**src/rfi_consts.svh**
```systemverilog
// constants of the rf front-end interrupt flag block
// Contract
// - target mask resets zero, bit2 reserved
// - oscillator stable sets main bit 7 when enabled
// - receive fifo above 300 sets level flag
// - transmit fifo below 200 sets level flag
// - main holds rx start/end, tx end, collision
// - disturbance frame discard sets main bit 1
// - reading timer register clears it
// - reading main register clears error register
// - command done, no-response, timer expiry bits
// - field rise bit 4, field fall bit 3
// - field switched on after guard sets bit 1
// - target bit rate recognised sets bit 0
// - crc, parity, soft framing error bits
// - hard framing error sets bit 4
// - wake timeout sets bit 3 when enabled
// - amplitude change over reference sets bit 2
// - phase change over reference sets bit 1
// - capacitance change over reference sets bit 0
// - each flag has mask bit, one masks
// - target flags set by events, read clears
`ifndef RFI_CONSTS_SVH
`define RFI_CONSTS_SVH

// ----------------------------------------
// register indices, byte address is index times four
// ----------------------------------------
`define RFI_IDX_MASK_MAIN 8'h16
`define RFI_IDX_MASK_TMR 8'h17
`define RFI_IDX_MASK_ERR 8'h18
`define RFI_IDX_MASK_TGT 8'h19
`define RFI_IDX_MAIN 8'h1a
`define RFI_IDX_TMR 8'h1b
`define RFI_IDX_ERR 8'h1c
`define RFI_IDX_TGT 8'h1d
`define RFI_IDX_CTRL 8'h3f

// ----------------------------------------
// reset values and reserved masks
// ----------------------------------------
`define RFI_RST_BYTE 8'h00
`define RFI_MAIN_USED 8'hfe
`define RFI_TGT_USED 8'hfb
`define RFI_CTRL_USED 8'h03

// ----------------------------------------
// field positions
// ----------------------------------------
`define RFI_CTRL_OSC_EN 0
`define RFI_CTRL_WAKE_EVERY 1
`define RFI_B7 7
`define RFI_B6 6
`define RFI_B5 5
`define RFI_B4 4
`define RFI_B3 3
`define RFI_B2 2
`define RFI_B1 1
`define RFI_B0 0

// ----------------------------------------
// fifo water levels
// ----------------------------------------
`define RFI_WL_RX_LIMIT 10'h12c
`define RFI_WL_TX_LIMIT 10'h0c8

`endif

```
**src/rfi_pkg.sv**
```systemverilog
// types of the rf front-end interrupt flag block
`default_nettype none
package rfi_pkg;
    typedef logic [7:0] rfi_byte_t;
    typedef logic [7:0] rfi_idx_t;
    typedef logic [9:0] rfi_count_t;
endpackage
`default_nettype wire
```
**src/rfi_flags.sv**
```systemverilog
// interrupt flags, masks and wishbone slave of the rf front end
`timescale 1ns/1ps
`default_nettype none
`include "rfi_consts.svh"

module rfi_flags
    import rfi_pkg::*;
(
    input wire logic clk_i,
    input wire logic rst_i,
    input wire logic wb_cyc_i,
    input wire logic wb_stb_i,
    input wire logic wb_we_i,
    input wire logic [9:0] wb_adr_i,
    input wire logic [3:0] wb_sel_i,
    input wire logic [31:0] wb_dat_i,
    output logic [31:0] wb_dat_o,
    output logic wb_ack_o,
    output logic irq_o,
    input wire logic osc_stable_i,
    input wire logic rx_active_i,
    input wire logic tx_active_i,
    input wire logic [9:0] fifo_count_i,
    input wire logic rx_start_i,
    input wire logic rx_end_i,
    input wire logic tx_end_i,
    input wire logic bit_collision_i,
    input wire logic disturbance_frame_i,
    input wire logic cmd_done_i,
    input wire logic nrt_expire_i,
    input wire logic gpt_expire_i,
    input wire logic ext_field_i,
    input wire logic ca_collision_i,
    input wire logic ca_guard_done_i,
    input wire logic target_mode_i,
    input wire logic bitrate_found_i,
    input wire logic crc_err_i,
    input wire logic parity_err_i,
    input wire logic soft_framing_i,
    input wire logic hard_framing_i,
    input wire logic wake_timeout_i,
    input wire logic wake_meas_i,
    input wire logic [7:0] amp_delta_i,
    input wire logic [7:0] amp_ref_i,
    input wire logic [7:0] phase_delta_i,
    input wire logic [7:0] phase_ref_i,
    input wire logic [7:0] cap_delta_i,
    input wire logic [7:0] cap_ref_i,
    input wire logic [7:0] target_event_i
);

    // ----------------------------------------
    // helpers
    // ----------------------------------------
    // event set wins over a clear in the same cycle
    function automatic rfi_byte_t set_clr(input rfi_byte_t cur, input rfi_byte_t set,
                                          input logic clr);
        set_clr = (clr ? `RFI_RST_BYTE : cur) | set;
    endfunction

    function automatic logic exceeds(input rfi_byte_t delta, input rfi_byte_t ref_v);
        exceeds = delta > ref_v;
    endfunction

    // ----------------------------------------
    // state
    // ----------------------------------------
    rfi_byte_t mask_main_ff, mask_tmr_ff, mask_err_ff, mask_tgt_ff, ctrl_ff;
    rfi_byte_t main_ff, tmr_ff, err_ff, tgt_ff;
    rfi_byte_t nxt_main, nxt_tmr, nxt_err, nxt_tgt;
    rfi_byte_t main_set, tmr_set, err_set, tgt_set, rd_byte;
    logic osc_prev_ff, field_prev_ff, ack_ff, irq_ff;
    logic [31:0] dat_ff;
    logic bus_req, wr_hit, rd_hit, rd_main, rd_tmr, rd_err, rd_tgt;
    rfi_idx_t idx;

    // ----------------------------------------
    // bus decode
    // ----------------------------------------
    assign idx = wb_adr_i[9:2];
    assign bus_req = wb_cyc_i & wb_stb_i & ~ack_ff;
    assign wr_hit = bus_req & wb_we_i & wb_sel_i[0];
    assign rd_hit = bus_req & ~wb_we_i;
    assign rd_main = rd_hit & (idx == `RFI_IDX_MAIN);
    assign rd_tmr = rd_hit & (idx == `RFI_IDX_TMR);
    assign rd_err = rd_hit & (idx == `RFI_IDX_ERR);
    assign rd_tgt = rd_hit & (idx == `RFI_IDX_TGT);

    always_ff @(posedge clk_i) begin
        if (rst_i) begin
            ack_ff <= 1'b0;
        end else begin
            ack_ff <= bus_req;
        end
    end

    always_comb begin
        case (idx)
            `RFI_IDX_MASK_MAIN: rd_byte = mask_main_ff;
            `RFI_IDX_MASK_TMR: rd_byte = mask_tmr_ff;
            `RFI_IDX_MASK_ERR: rd_byte = mask_err_ff;
            `RFI_IDX_MASK_TGT: rd_byte = mask_tgt_ff;
            `RFI_IDX_MAIN: rd_byte = main_ff;
            `RFI_IDX_TMR: rd_byte = tmr_ff;
            `RFI_IDX_ERR: rd_byte = err_ff;
            `RFI_IDX_TGT: rd_byte = tgt_ff;
            `RFI_IDX_CTRL: rd_byte = ctrl_ff;
            default: rd_byte = `RFI_RST_BYTE;
        endcase
    end

    always_ff @(posedge clk_i) begin
        if (rst_i) begin
            dat_ff <= 32'h0000_0000;
        end else if (rd_hit) begin
            dat_ff <= {24'h00_0000, rd_byte};
        end
    end

    // ----------------------------------------
    // mask and control registers
    // ----------------------------------------
    always_ff @(posedge clk_i) begin
        if (rst_i) begin
            mask_main_ff <= `RFI_RST_BYTE;
            mask_tmr_ff <= `RFI_RST_BYTE;
            mask_err_ff <= `RFI_RST_BYTE;
            mask_tgt_ff <= `RFI_RST_BYTE;
            ctrl_ff <= `RFI_RST_BYTE;
        end else if (wr_hit) begin
            case (idx)
                `RFI_IDX_MASK_MAIN: mask_main_ff <= wb_dat_i[7:0] & `RFI_MAIN_USED;
                `RFI_IDX_MASK_TMR: mask_tmr_ff <= wb_dat_i[7:0];
                `RFI_IDX_MASK_ERR: mask_err_ff <= wb_dat_i[7:0];
                `RFI_IDX_MASK_TGT: mask_tgt_ff <= wb_dat_i[7:0] & `RFI_TGT_USED;
                `RFI_IDX_CTRL: ctrl_ff <= wb_dat_i[7:0] & `RFI_CTRL_USED;
                default: ctrl_ff <= ctrl_ff;
            endcase
        end
    end

    // ----------------------------------------
    // edge memories
    // ----------------------------------------
    always_ff @(posedge clk_i) begin
        if (rst_i) begin
            osc_prev_ff <= 1'b0;
            field_prev_ff <= 1'b0;
        end else begin
            osc_prev_ff <= osc_stable_i;
            field_prev_ff <= ext_field_i;
        end
    end

    // ----------------------------------------
    // event sets
    // ----------------------------------------
    always_comb begin
        main_set = `RFI_RST_BYTE;
        main_set[`RFI_B7] = osc_stable_i & ~osc_prev_ff & ctrl_ff[`RFI_CTRL_OSC_EN];
        main_set[`RFI_B6] = (rx_active_i & (fifo_count_i > `RFI_WL_RX_LIMIT))
                          | (tx_active_i & (fifo_count_i < `RFI_WL_TX_LIMIT));
        main_set[`RFI_B5] = rx_start_i;
        main_set[`RFI_B4] = rx_end_i;
        main_set[`RFI_B3] = tx_end_i;
        main_set[`RFI_B2] = bit_collision_i;
        main_set[`RFI_B1] = disturbance_frame_i;
        tmr_set = `RFI_RST_BYTE;
        tmr_set[`RFI_B7] = cmd_done_i;
        tmr_set[`RFI_B6] = nrt_expire_i;
        tmr_set[`RFI_B5] = gpt_expire_i;
        tmr_set[`RFI_B4] = ext_field_i & ~field_prev_ff;
        tmr_set[`RFI_B3] = ~ext_field_i & field_prev_ff;
        tmr_set[`RFI_B2] = ca_collision_i;
        tmr_set[`RFI_B1] = ca_guard_done_i;
        tmr_set[`RFI_B0] = target_mode_i & bitrate_found_i;
        err_set = `RFI_RST_BYTE;
        err_set[`RFI_B7] = crc_err_i;
        err_set[`RFI_B6] = parity_err_i;
        err_set[`RFI_B5] = soft_framing_i;
        err_set[`RFI_B4] = hard_framing_i;
        err_set[`RFI_B3] = wake_timeout_i & ctrl_ff[`RFI_CTRL_WAKE_EVERY];
        err_set[`RFI_B2] = wake_meas_i & exceeds(amp_delta_i, amp_ref_i);
        err_set[`RFI_B1] = wake_meas_i & exceeds(phase_delta_i, phase_ref_i);
        err_set[`RFI_B0] = wake_meas_i & exceeds(cap_delta_i, cap_ref_i);
        tgt_set = target_event_i & `RFI_TGT_USED;
    end

    // ----------------------------------------
    // flag registers
    // ----------------------------------------
    assign nxt_main = set_clr(main_ff, main_set, rd_main);
    assign nxt_tmr = set_clr(tmr_ff, tmr_set, rd_tmr);
    assign nxt_err = set_clr(err_ff, err_set, rd_main | rd_err);
    assign nxt_tgt = set_clr(tgt_ff, tgt_set, rd_tgt);

    always_ff @(posedge clk_i) begin
        if (rst_i) begin
            main_ff <= `RFI_RST_BYTE;
            tmr_ff <= `RFI_RST_BYTE;
            err_ff <= `RFI_RST_BYTE;
            tgt_ff <= `RFI_RST_BYTE;
        end else begin
            main_ff <= nxt_main;
            tmr_ff <= nxt_tmr;
            err_ff <= nxt_err;
            tgt_ff <= nxt_tgt;
        end
    end

    // ----------------------------------------
    // interrupt request
    // ----------------------------------------
    always_ff @(posedge clk_i) begin
        if (rst_i) begin
            irq_ff <= 1'b0;
        end else begin
            irq_ff <= |(main_ff & ~mask_main_ff) | |(tmr_ff & ~mask_tmr_ff)
                    | |(err_ff & ~mask_err_ff) | |(tgt_ff & ~mask_tgt_ff);
        end
    end

    assign wb_dat_o = dat_ff;
    assign wb_ack_o = ack_ff;
    assign irq_o = irq_ff;
endmodule
`default_nettype wire

```
**config.mk**
```make
export PLATFORM = sky130hd
export DESIGN_NAME = rfi_flags
export DESIGN_NICKNAME = d
export VERILOG_FILES = /design/src/rfi_pkg.sv /design/src/rfi_flags.sv
export VERILOG_INCLUDE_DIRS = /design/src
export SDC_FILE = /design/constraint.sdc
export NUM_CORES = 1
export LEC_CHECK = 0
export BUFFER_PORTS_ARGS = -buffer_cell sky130_fd_sc_hd__buf_4
export CAP_MARGIN = 10
export CORE_MARGIN = 5
export CORE_UTILIZATION = 25
export DETAILED_ROUTE_END_ITERATION = 12
export PLACE_DENSITY = 0.46
export SKIP_CTS_REPAIR_TIMING = 1
export SLEW_MARGIN = 15
export SYNTH_ARGS = -nofsm -noshare
export SYNTH_HDL_FRONTEND = slang
export SYNTH_SLANG_ARGS = --single-unit
export TNS_END_PERCENT = 10
```
**constraint.sdc**
```tcl
create_clock -name clk_i -period 3.9 [get_ports clk_i]
set_clock_uncertainty 0.2 [all_clocks]
set_input_delay 0.195 -clock clk_i [delete_from_list [all_inputs] [get_ports clk_i]]
set_output_delay 0.195 -clock clk_i [all_outputs]
set_load 0.02 [all_outputs]
```
# Word-level counts from Yosys, hierarchy flattened
# Index checks and enable logic that the tools add are counted.
# W data, S select, Z words.
[word_totals] reg_bits=76 elab_cells=84 out_inout_bits=34 in_bits=139
[op_classes] mux=5 n_lt_le_gt_ge=5 bitwise_logic=42 n_eq_ne=9 n_reduce_logical=9
[op_table] operator="$pmux W8 S9" n=1
[op_table] operator="$eq A8 B5 Y1 const B" n=8
[op_table] operator="$and A8 B8 Y8" n=4
[op_table] operator="$mux W8" n=4
[op_table] operator="$not A8 Y8" n=4
[op_table] operator="$or A8 B8 Y8" n=4
[op_table] operator="$reduce_or A8 Y1" n=4
[op_table] operator="$gt A8 B8 Y1" n=3
[op_table] operator="$and A1 B1 Y1" n=20
[op_table] operator="$gt A10 B9 Y1 const B" n=1
[op_table] operator="$lt A10 B8 Y1 const B" n=1
[op_table] operator="$reduce_and A2 Y1" n=5
[op_table] operator="$eq A8 B6 Y1 const B" n=1
[op_table] operator="$not A1 Y1" n=5
[op_table] operator="$or A1 B1 Y1" n=5

# Logic depth before layout (Yosys ltp)
# Gate-level depths: netlist of the first run.
[logic_depth] word_depth=7 mapped_depth=6 mapped_depth_nobuf=6

# Worst setup path before layout of the first run
# OpenSTA, ideal clock, no wires.
[synth_timing] kind="input to register" start="in wb_adr_i[9]" end="reg mask_err_ff[4]" required_time_ps=3568 path_slack_ps=1910 path_stages=6 setup_time_ps=132 path_buffers=2 t_arrival_ps=1658 cell_sequence="buf_6 or4b_1 or3_1 clkbuf_1 o21ai_0 a21oi_1"
[synth_between] elab_chain_len=2
[synth_rtl] element="start: declaration" line_no="rfi_flags.sv:14" text="input wire logic [9:0] wb_adr_i,"
[synth_rtl] element="$eq A8 B5 Y1" line_no="rfi_flags.sv:131" text="case (idx)"
[synth_rtl] element="$reduce_and A2 Y1 (no source line)"
[synth_rtl] element="end signal: assignment" line_no="rfi_flags.sv:127" text="mask_err_ff <= `RFI_RST_BYTE;"
[synth_rtl] element="end signal: assignment" line_no="rfi_flags.sv:134" text="`RFI_IDX_MASK_ERR: mask_err_ff <= wb_dat_i[7:0];"
[synth_rtl] element="end: declaration" line_no="rfi_flags.sv:68" text="rfi_byte_t mask_main_ff, mask_tmr_ff, mask_err_ff, mask_tgt_ff, ctrl_ff;"
# No other way between the ends.
# A chain may end at the register's enable or synchronous reset.

# Worst setup path after layout of the first run
[layout_timing] start="in wb_adr_i[4]" end="reg tmr_ff[0]"
[layout_between] elab_chain_len=4
[layout_rtl] element="$eq A8 B5 Y1"
[layout_rtl] element="$and A1 B1 Y1" line_no="rfi_flags.sv:85" text="assign rd_tmr = rd_hit & (idx == `RFI_IDX_TMR);"
[layout_rtl] element="$mux W8" line_no="rfi_flags.sv:58" text="set_clr = (clr ? `RFI_RST_BYTE : cur) | set;"
[layout_rtl] element="$or A8 B8 Y8" line_no="rfi_flags.sv:58"
[layout_rtl] element="end signal: assignment" line_no="rfi_flags.sv:200" text="tmr_ff <= `RFI_RST_BYTE;"
[layout_rtl] element="end signal: assignment" line_no="rfi_flags.sv:205" text="tmr_ff <= nxt_tmr;"
[layout_rtl] element="end: declaration" line_no="rfi_flags.sv:69" text="rfi_byte_t main_ff, tmr_ff, err_ff, tgt_ff;"
# No other way between the ends.

==> results of run 1 <==
-- area by class of cell --
| class | count | area [sq um] |
|---|---|---|
| inverter | 51 | 191 |
| sequential | 74 | 1480 |
| fill | 1825 | 11300 |
| timing repair buffer | 156 | 1260 |
| clock buffer | 10 | 229 |
| multi-input combinational | 378 | 2550 |
| clock inverter | 6 | 90.1 |
| tap | 225 | 282 |
-- power groups by stage --
stage	Combinational (W)	Sequential, W	Clock [W]
3_5_place_dp	0.000309	0.000820	0
2_1_floorplan	0.000188	0.000810	0
6_report	0.000339	0.000803	0.000899
3_3_place_gp	0.000304	0.000820	0
5_1_grt	0.000374	0.000805	0.000955
4_1_cts	0.000310	0.000803	0.000921
-- cell usage after synthesis (4+ instances only) --
master / number
o22ai_1: 13
buf_1: 6
nor2_1: 51
mux2i_1: 26
nand3b_1: 8
nand4b_1: 9
nand3_1: 8
nand2b_1: 11
o211ai_1: 4
nor3_1: 4
a21oi_1: 48
a22oi_1: 7
nor4_1: 6
nand2_1: 17
buf_4: 24
o21ai_0: 24
nand4_1: 20
a22o_1: 4
nor2b_1: 9
mux4_2: 4
dfxtp_1: 74
ha_1: 24
clkbuf_1: 15
inv_1: 51
-- worst reg2reg max path, delay by kind of cell (launching register included) --
family                 cells  cell delay [ns]
AND/OR/NAND/NOR            3             0.82
buffers and inverters      1             0.58
flip-flops                 1             0.32
AO/OA/AOI/OAI              1             0.26
-- layer usage --
| layer | vias to the layer above | wire length (microns) | track usage |
|---|---|---|---|
| met3 | 22 | 919 | 0.0315 |
| met4 | 0 | 411 | 0.0585 |
| met2 | 134 | 7610 | 0.246 |
| met5 | - | 0 | 0 |
| met1 | 2063 | 6820 | 0.190 |
| li1 | 2157 | - | - |
-- sequential cells by signal, indices dropped and copies added, names as in the netlist --
| signal | flops |
|---|---|
| mask_tmr_ff | 8 |
| mask_tgt_ff | 7 |
| field_prev_ff | 1 |
| err_ff | 8 |
| tgt_ff | 7 |
| mask_err_ff | 8 |
| main_ff | 7 |
| tmr_ff | 8 |
| irq_o | 1 |
| ctrl_ff | 2 |
| wb_ack_o | 1 |
| osc_prev_ff | 1 |
| mask_main_ff | 7 |
| wb_dat_o | 8 |
-- final timing paths --
kind / start / to / slack (ns)
worst max-delay path: wb_adr_i[4] / tmr_ff[0] / 1.42
worst min-delay path: wb_dat_i[1] / mask_tgt_ff[1] / -0.02
worst max register to register: wb_ack_o / tmr_ff[0] / 1.58
worst min register to register: wb_dat_o[0] / wb_dat_o[0] / 0.25
-- cells in the final DEF (no fill, tap or decap), types with 4 or more instances in the layout --
cell type	instances
buf_4	121
dfxtp_1	74
inv_1	51
nor2_1	51
a21oi_1	48
dlygate4sd3_1	35
mux2i_1	26
o21ai_0	24
ha_1	24
conb_1	24
nand4_1	20
nand2_1	17
o22ai_1	13
nand2b_1	11
nor2b_1	9
nand4b_1	9
clkbuf_16	9
nand3b_1	8
nand3_1	8
a22oi_1	7
nor4_1	6
o211ai_1	4
a22o_1	4
nor3_1	4
mux4_2	4
-- metrics by stage --
step                hold slack (ns)  instances  setup slack, ns
global route               0.000560        900             1.25
CTS                          -0.147        865             1.66
global placement              0.200        849             1.53
detailed placement            0.207        849             1.46
floorplan                     0.112        552             1.91
finish                      -0.0170        900             1.42
-- logic make-up after synthesis --
logic type / count (synthesis) / share of synthesized area
buffers and inverters: 100 / 0.108
AND/OR/NAND/NOR: 165 / 0.216
AO/OA/AOI/OAI: 131 / 0.184
other: 1 / 0.000848
XOR/XNOR: 1 / 0.00198
adder cells (fa/ha/maj): 24 / 0.0679
multiplexers: 33 / 0.0868
flip-flops: 74 / 0.335
==> impl_metrics.tcl, run 1 <==
set metrics [dict create \
    grt_pass1_wl_microns 23600 \
    post-route-cell-area_sq_mm 0.00608 \
    finish.utilization 0.351 \
    cap_violations 0 \
    switching_share 0.259 \
    viasPerCell 4.86 \
    synth_top_area_frac 0.335 \
    crit_required_ns 3.90 \
    start_util 0.255 \
    ys_warn_count 0 \
    p_int_w 0.00151 \
    first_iter_violations 246 \
    root_buffer "clkbuf_16" \
    drive_gt1_frac 0.222 \
    cts_tree "yes" \
    violations "negative hold slack" \
    synthTopCellsByArea "dfxtp_1, ha_1, mux2i_1, a21oi_1, inv_1" \
    crit_path_max_fanout 25 \
    crit_chain "buf_4 -> nor4b_1 -> nand4_1 -> a22oi_1 -> dlygate4sd3_1 -> nor2_1" \
    rows 48 \
    dp_hpwl_microns 12100 \
    tightest_slew_ns 0.817 \
    htreeDepth 3 \
    clk_latency_ns 0.34 \
    min_period_ns 2.48 \
    p_leak_nw 2.57 \
    start_kind "primary input" \
    p_clk_frac 0.440 \
    p_switching_w 0.000529 \
    synthFlopType "dfxtp_1" \
    clock_sinks 74 \
    dieArea_sq_mm 0.0205 \
    post-route-period-util 0.635 \
    path_depth 6 \
    seqPwrFrac 0.393 \
    async_flop_share 0 \
    syn_area_sq_mm 0.00442 \
    relSlewSlack 0.451 \
    diodes 0 \
    ys_ff_latch 74 \
    netlist_instances 529 \
    io_buffers 118 \
    gp_congestion 0.848 \
    fin_nets 833 \
    max-vdd-ir-drop_uv 180 \
    maxSlewViolCount 0 \
    max_freq_mhz 404 \
    p_per_area_mw_per_mm2 335 \
    arrival_ns 2.48 \
    coreArea_sq_mm 0.0174 \
    overflow 0 \
    antenna_found_initial 0 \
    synth_edf_count 0 \
    clk_transition_reported_paths_ns 0.06 \
    setup_viol 0 \
    crit_type "primary input to register" \
    hold_path.class "primary input to register" \
    ios 173 \
    status "finished with violations" \
    num_vias 4376 \
    drc 0 \
    place_area_sq_mm 0.00542 \
    grt_pass1_vias 4232 \
    syn2layout_area_growth_pct 37.5 \
    wl_per_cell_microns 17.5 \
    hold_viol 4 \
    fin_tns_setup_ns 0 \
    holdWs_ns -0.0170 \
    synth_cell_types 59 \
    fp.dieW_microns 143 \
    synth-seq-area-share 0.335 \
    p_comb_frac 0.166 \
    numCtsBuffers 9 \
    grt_max_degree 68 \
    grtUsageTotal 0.149 \
    slowest_stage "nor4b_1" \
    rr_worst_depth 5 \
    min_path_cells 3 \
    firstDrtPassIters 5 \
    rsz0062_at_grt "no" \
    cp_top_family "simple AND/OR/NAND/NOR gates" \
    critPathBufInv 2 \
    cts.path.max_buffers 2 \
    avgSynthCellArea_sq_um 8.36 \
    synth_largest_area_cell "dfxtp_1" \
    end_kind "register" \
    power_w 0.00204 \
    wirelength_microns 15800 \
    ant_nets 0 \
    die_y_microns 143 \
    max_stage_delay_ns 0.70 \
]
Power figures use the tool's default switching activity.
==> run 2, diff against run 1 <==
- clock period: 3.9 -> 2.4 ns (I/O delays scaled with it)
==> run 2 against run 1 <==
Against the previous run: the flow now finishes without violations; register-to-register slack lost 1.4 ns; global-route usage grew 0.20 points; flip-flop and latch count unchanged; worst hold slack gained 0.052 ns; final cell count up 2.1%; sequential power is 63% higher; setup slack worse by 1.3 ns; first-iteration DRC count rose by 17%; non-clock buffer count grew 19.
==> impl_metrics.tcl, run 2 (synthesis results as in run 1) <==
set metrics [dict create \
    hold_viol 0 \
    switching_share 0.262 \
    tightest_slew_ns 0.778 \
    crit_type "register to register" \
    crit_required_ns 2.44 \
    final_common_cell "buf_4" \
    max_freq_mhz 447 \
    drc 0 \
    grt_max_degree 39 \
    overflow 0 \
    status "complete, no violations" \
    antenna_found_initial 0 \
    seqCellArea_sq_mm 0.00148 \
    p_clk_frac 0.421 \
    finish.utilization 0.359 \
    fin_tns_setup_ns 0 \
    min_path_cells 3 \
    arrival_ns 2.27 \
    seqPwrFrac 0.403 \
    firstDrtPassIters 4 \
    gp_congestion 0.882 \
    syn2layout_area_growth_pct 40.8 \
    io_buffers 118 \
    ios 173 \
    p_switching_w 0.000848 \
    post-route-cell-area_sq_mm 0.00623 \
    dieArea_sq_mm 0.0205 \
    fin_nets 852 \
    start_util 0.255 \
    clock_sinks 74 \
    grtUsageTotal 0.151 \
    dp_hpwl_microns 12300 \
    coreArea_sq_mm 0.0174 \
    maxSlewViolCount 0 \
    htreeDepth 3 \
    p_comb_frac 0.176 \
    viasPerCell 4.87 \
    clk_latency_ns 0.35 \
    ant_nets 0 \
    n_fill_cell 1834 \
    crit_path_max_fanout 7 \
    post-route-period-util 0.931 \
    fp.dieW_microns 143 \
    p_per_area_mw_per_mm2 520 \
    grt_pass1_wl_microns 23600 \
    layout_common_cells "buf_4, dfxtp_1, inv_1, nor2_1, a21oi_1" \
    rr_worst_depth 5 \
    numCtsBuffers 9 \
    die_y_microns 143 \
    wl_per_cell_microns 17.4 \
    grt_pass1_vias 4272 \
    place_area_sq_mm 0.00549 \
    diodes 0 \
    cap_violations 0 \
    multi_input_area_sq_mm 0.00255 \
    clk_transition_reported_paths_ns 0.06 \
    drive_gt1_frac 0.229 \
    setup_viol 0 \
    cts.path.max_buffers 2 \
    relSlewSlack 0.468 \
    p_int_w 0.00239 \
    start_kind "register" \
    end_kind "register" \
    first_iter_violations 288 \
    rows 48 \
    max-vdd-ir-drop_uv 282 \
    num_vias 4474 \
    wirelength_microns 16000 \
    p_leak_nw 2.65 \
    holdWs_ns 0.0347 \
    rsz0062_at_grt "no" \
    root_buffer "clkbuf_16" \
    min_period_ns 2.23 \
    cts_tree "yes" \
    hold_path.class "primary input to register" \
]
==> run 2: worst max-delay path, cell delays in order, from the launching register on <==
cell and delay, ns:
dfxtp_1 0.32, and4bb_2 0.40, nand4_1 0.33, a21oi_1 0.26, nor2_1 0.05, dlygate4sd3_1 0.55
==> run 2: worst paths after layout <==
kind	startpoint	to	slack, ns
setup / recovery	wb_ack_o	tgt_ff[0]	0.17
hold / removal	wb_adr_i[2]	mask_tgt_ff[3]	0.03
setup reg to reg	wb_ack_o	tgt_ff[0]	0.17
hold reg to reg	wb_dat_o[2]	wb_dat_o[2]	0.27
==> run 2: cell type report <==
cell class	count	area share
well taps	225	0.0452
multi-input cells	378	0.410
clock buffers	12	0.0396
clock inverters	4	0.00824
inverters	51	0.0307
flip-flops and latches	74	0.238
repair buffers	175	0.229
==> run 2: power groups by stage <==
stage	Sequential [W]	Combinational [W]	Clock, W
final	0.00131	0.000570	0.00136
after global routing	0.00131	0.000630	0.00145
after CTS	0.00131	0.000510	0.00139
after detailed placement	0.00133	0.000508	0
after global placement	0.00133	0.000499	0
after floorplan	0.00132	0.000305	0
==> run 2: layer usage <==
| layer | global-route usage | vias to the layer above | share of wire |
|---|---|---|---|
| li1 | - | 2194 | - |
| met1 | 0.197 | 2117 | 0.44 |
| met2 | 0.247 | 138 | 0.48 |
| met3 | 0.0322 | 25 | 0.055 |
| met4 | 0.0540 | 0 | 0.025 |
| met5 | 0 | - | 0 |
==> run 2: stage by stage <==
stage          total power (W)  setup WS (ns)  instances
2_1_floorplan          0.00162          0.457        552
3_3_place_gp           0.00183          0.360        859
3_5_place_dp           0.00184          0.354        859
4_1_cts                0.00321          0.464        875
5_1_grt                0.00339         0.0102        919
6_report               0.00324          0.165        919
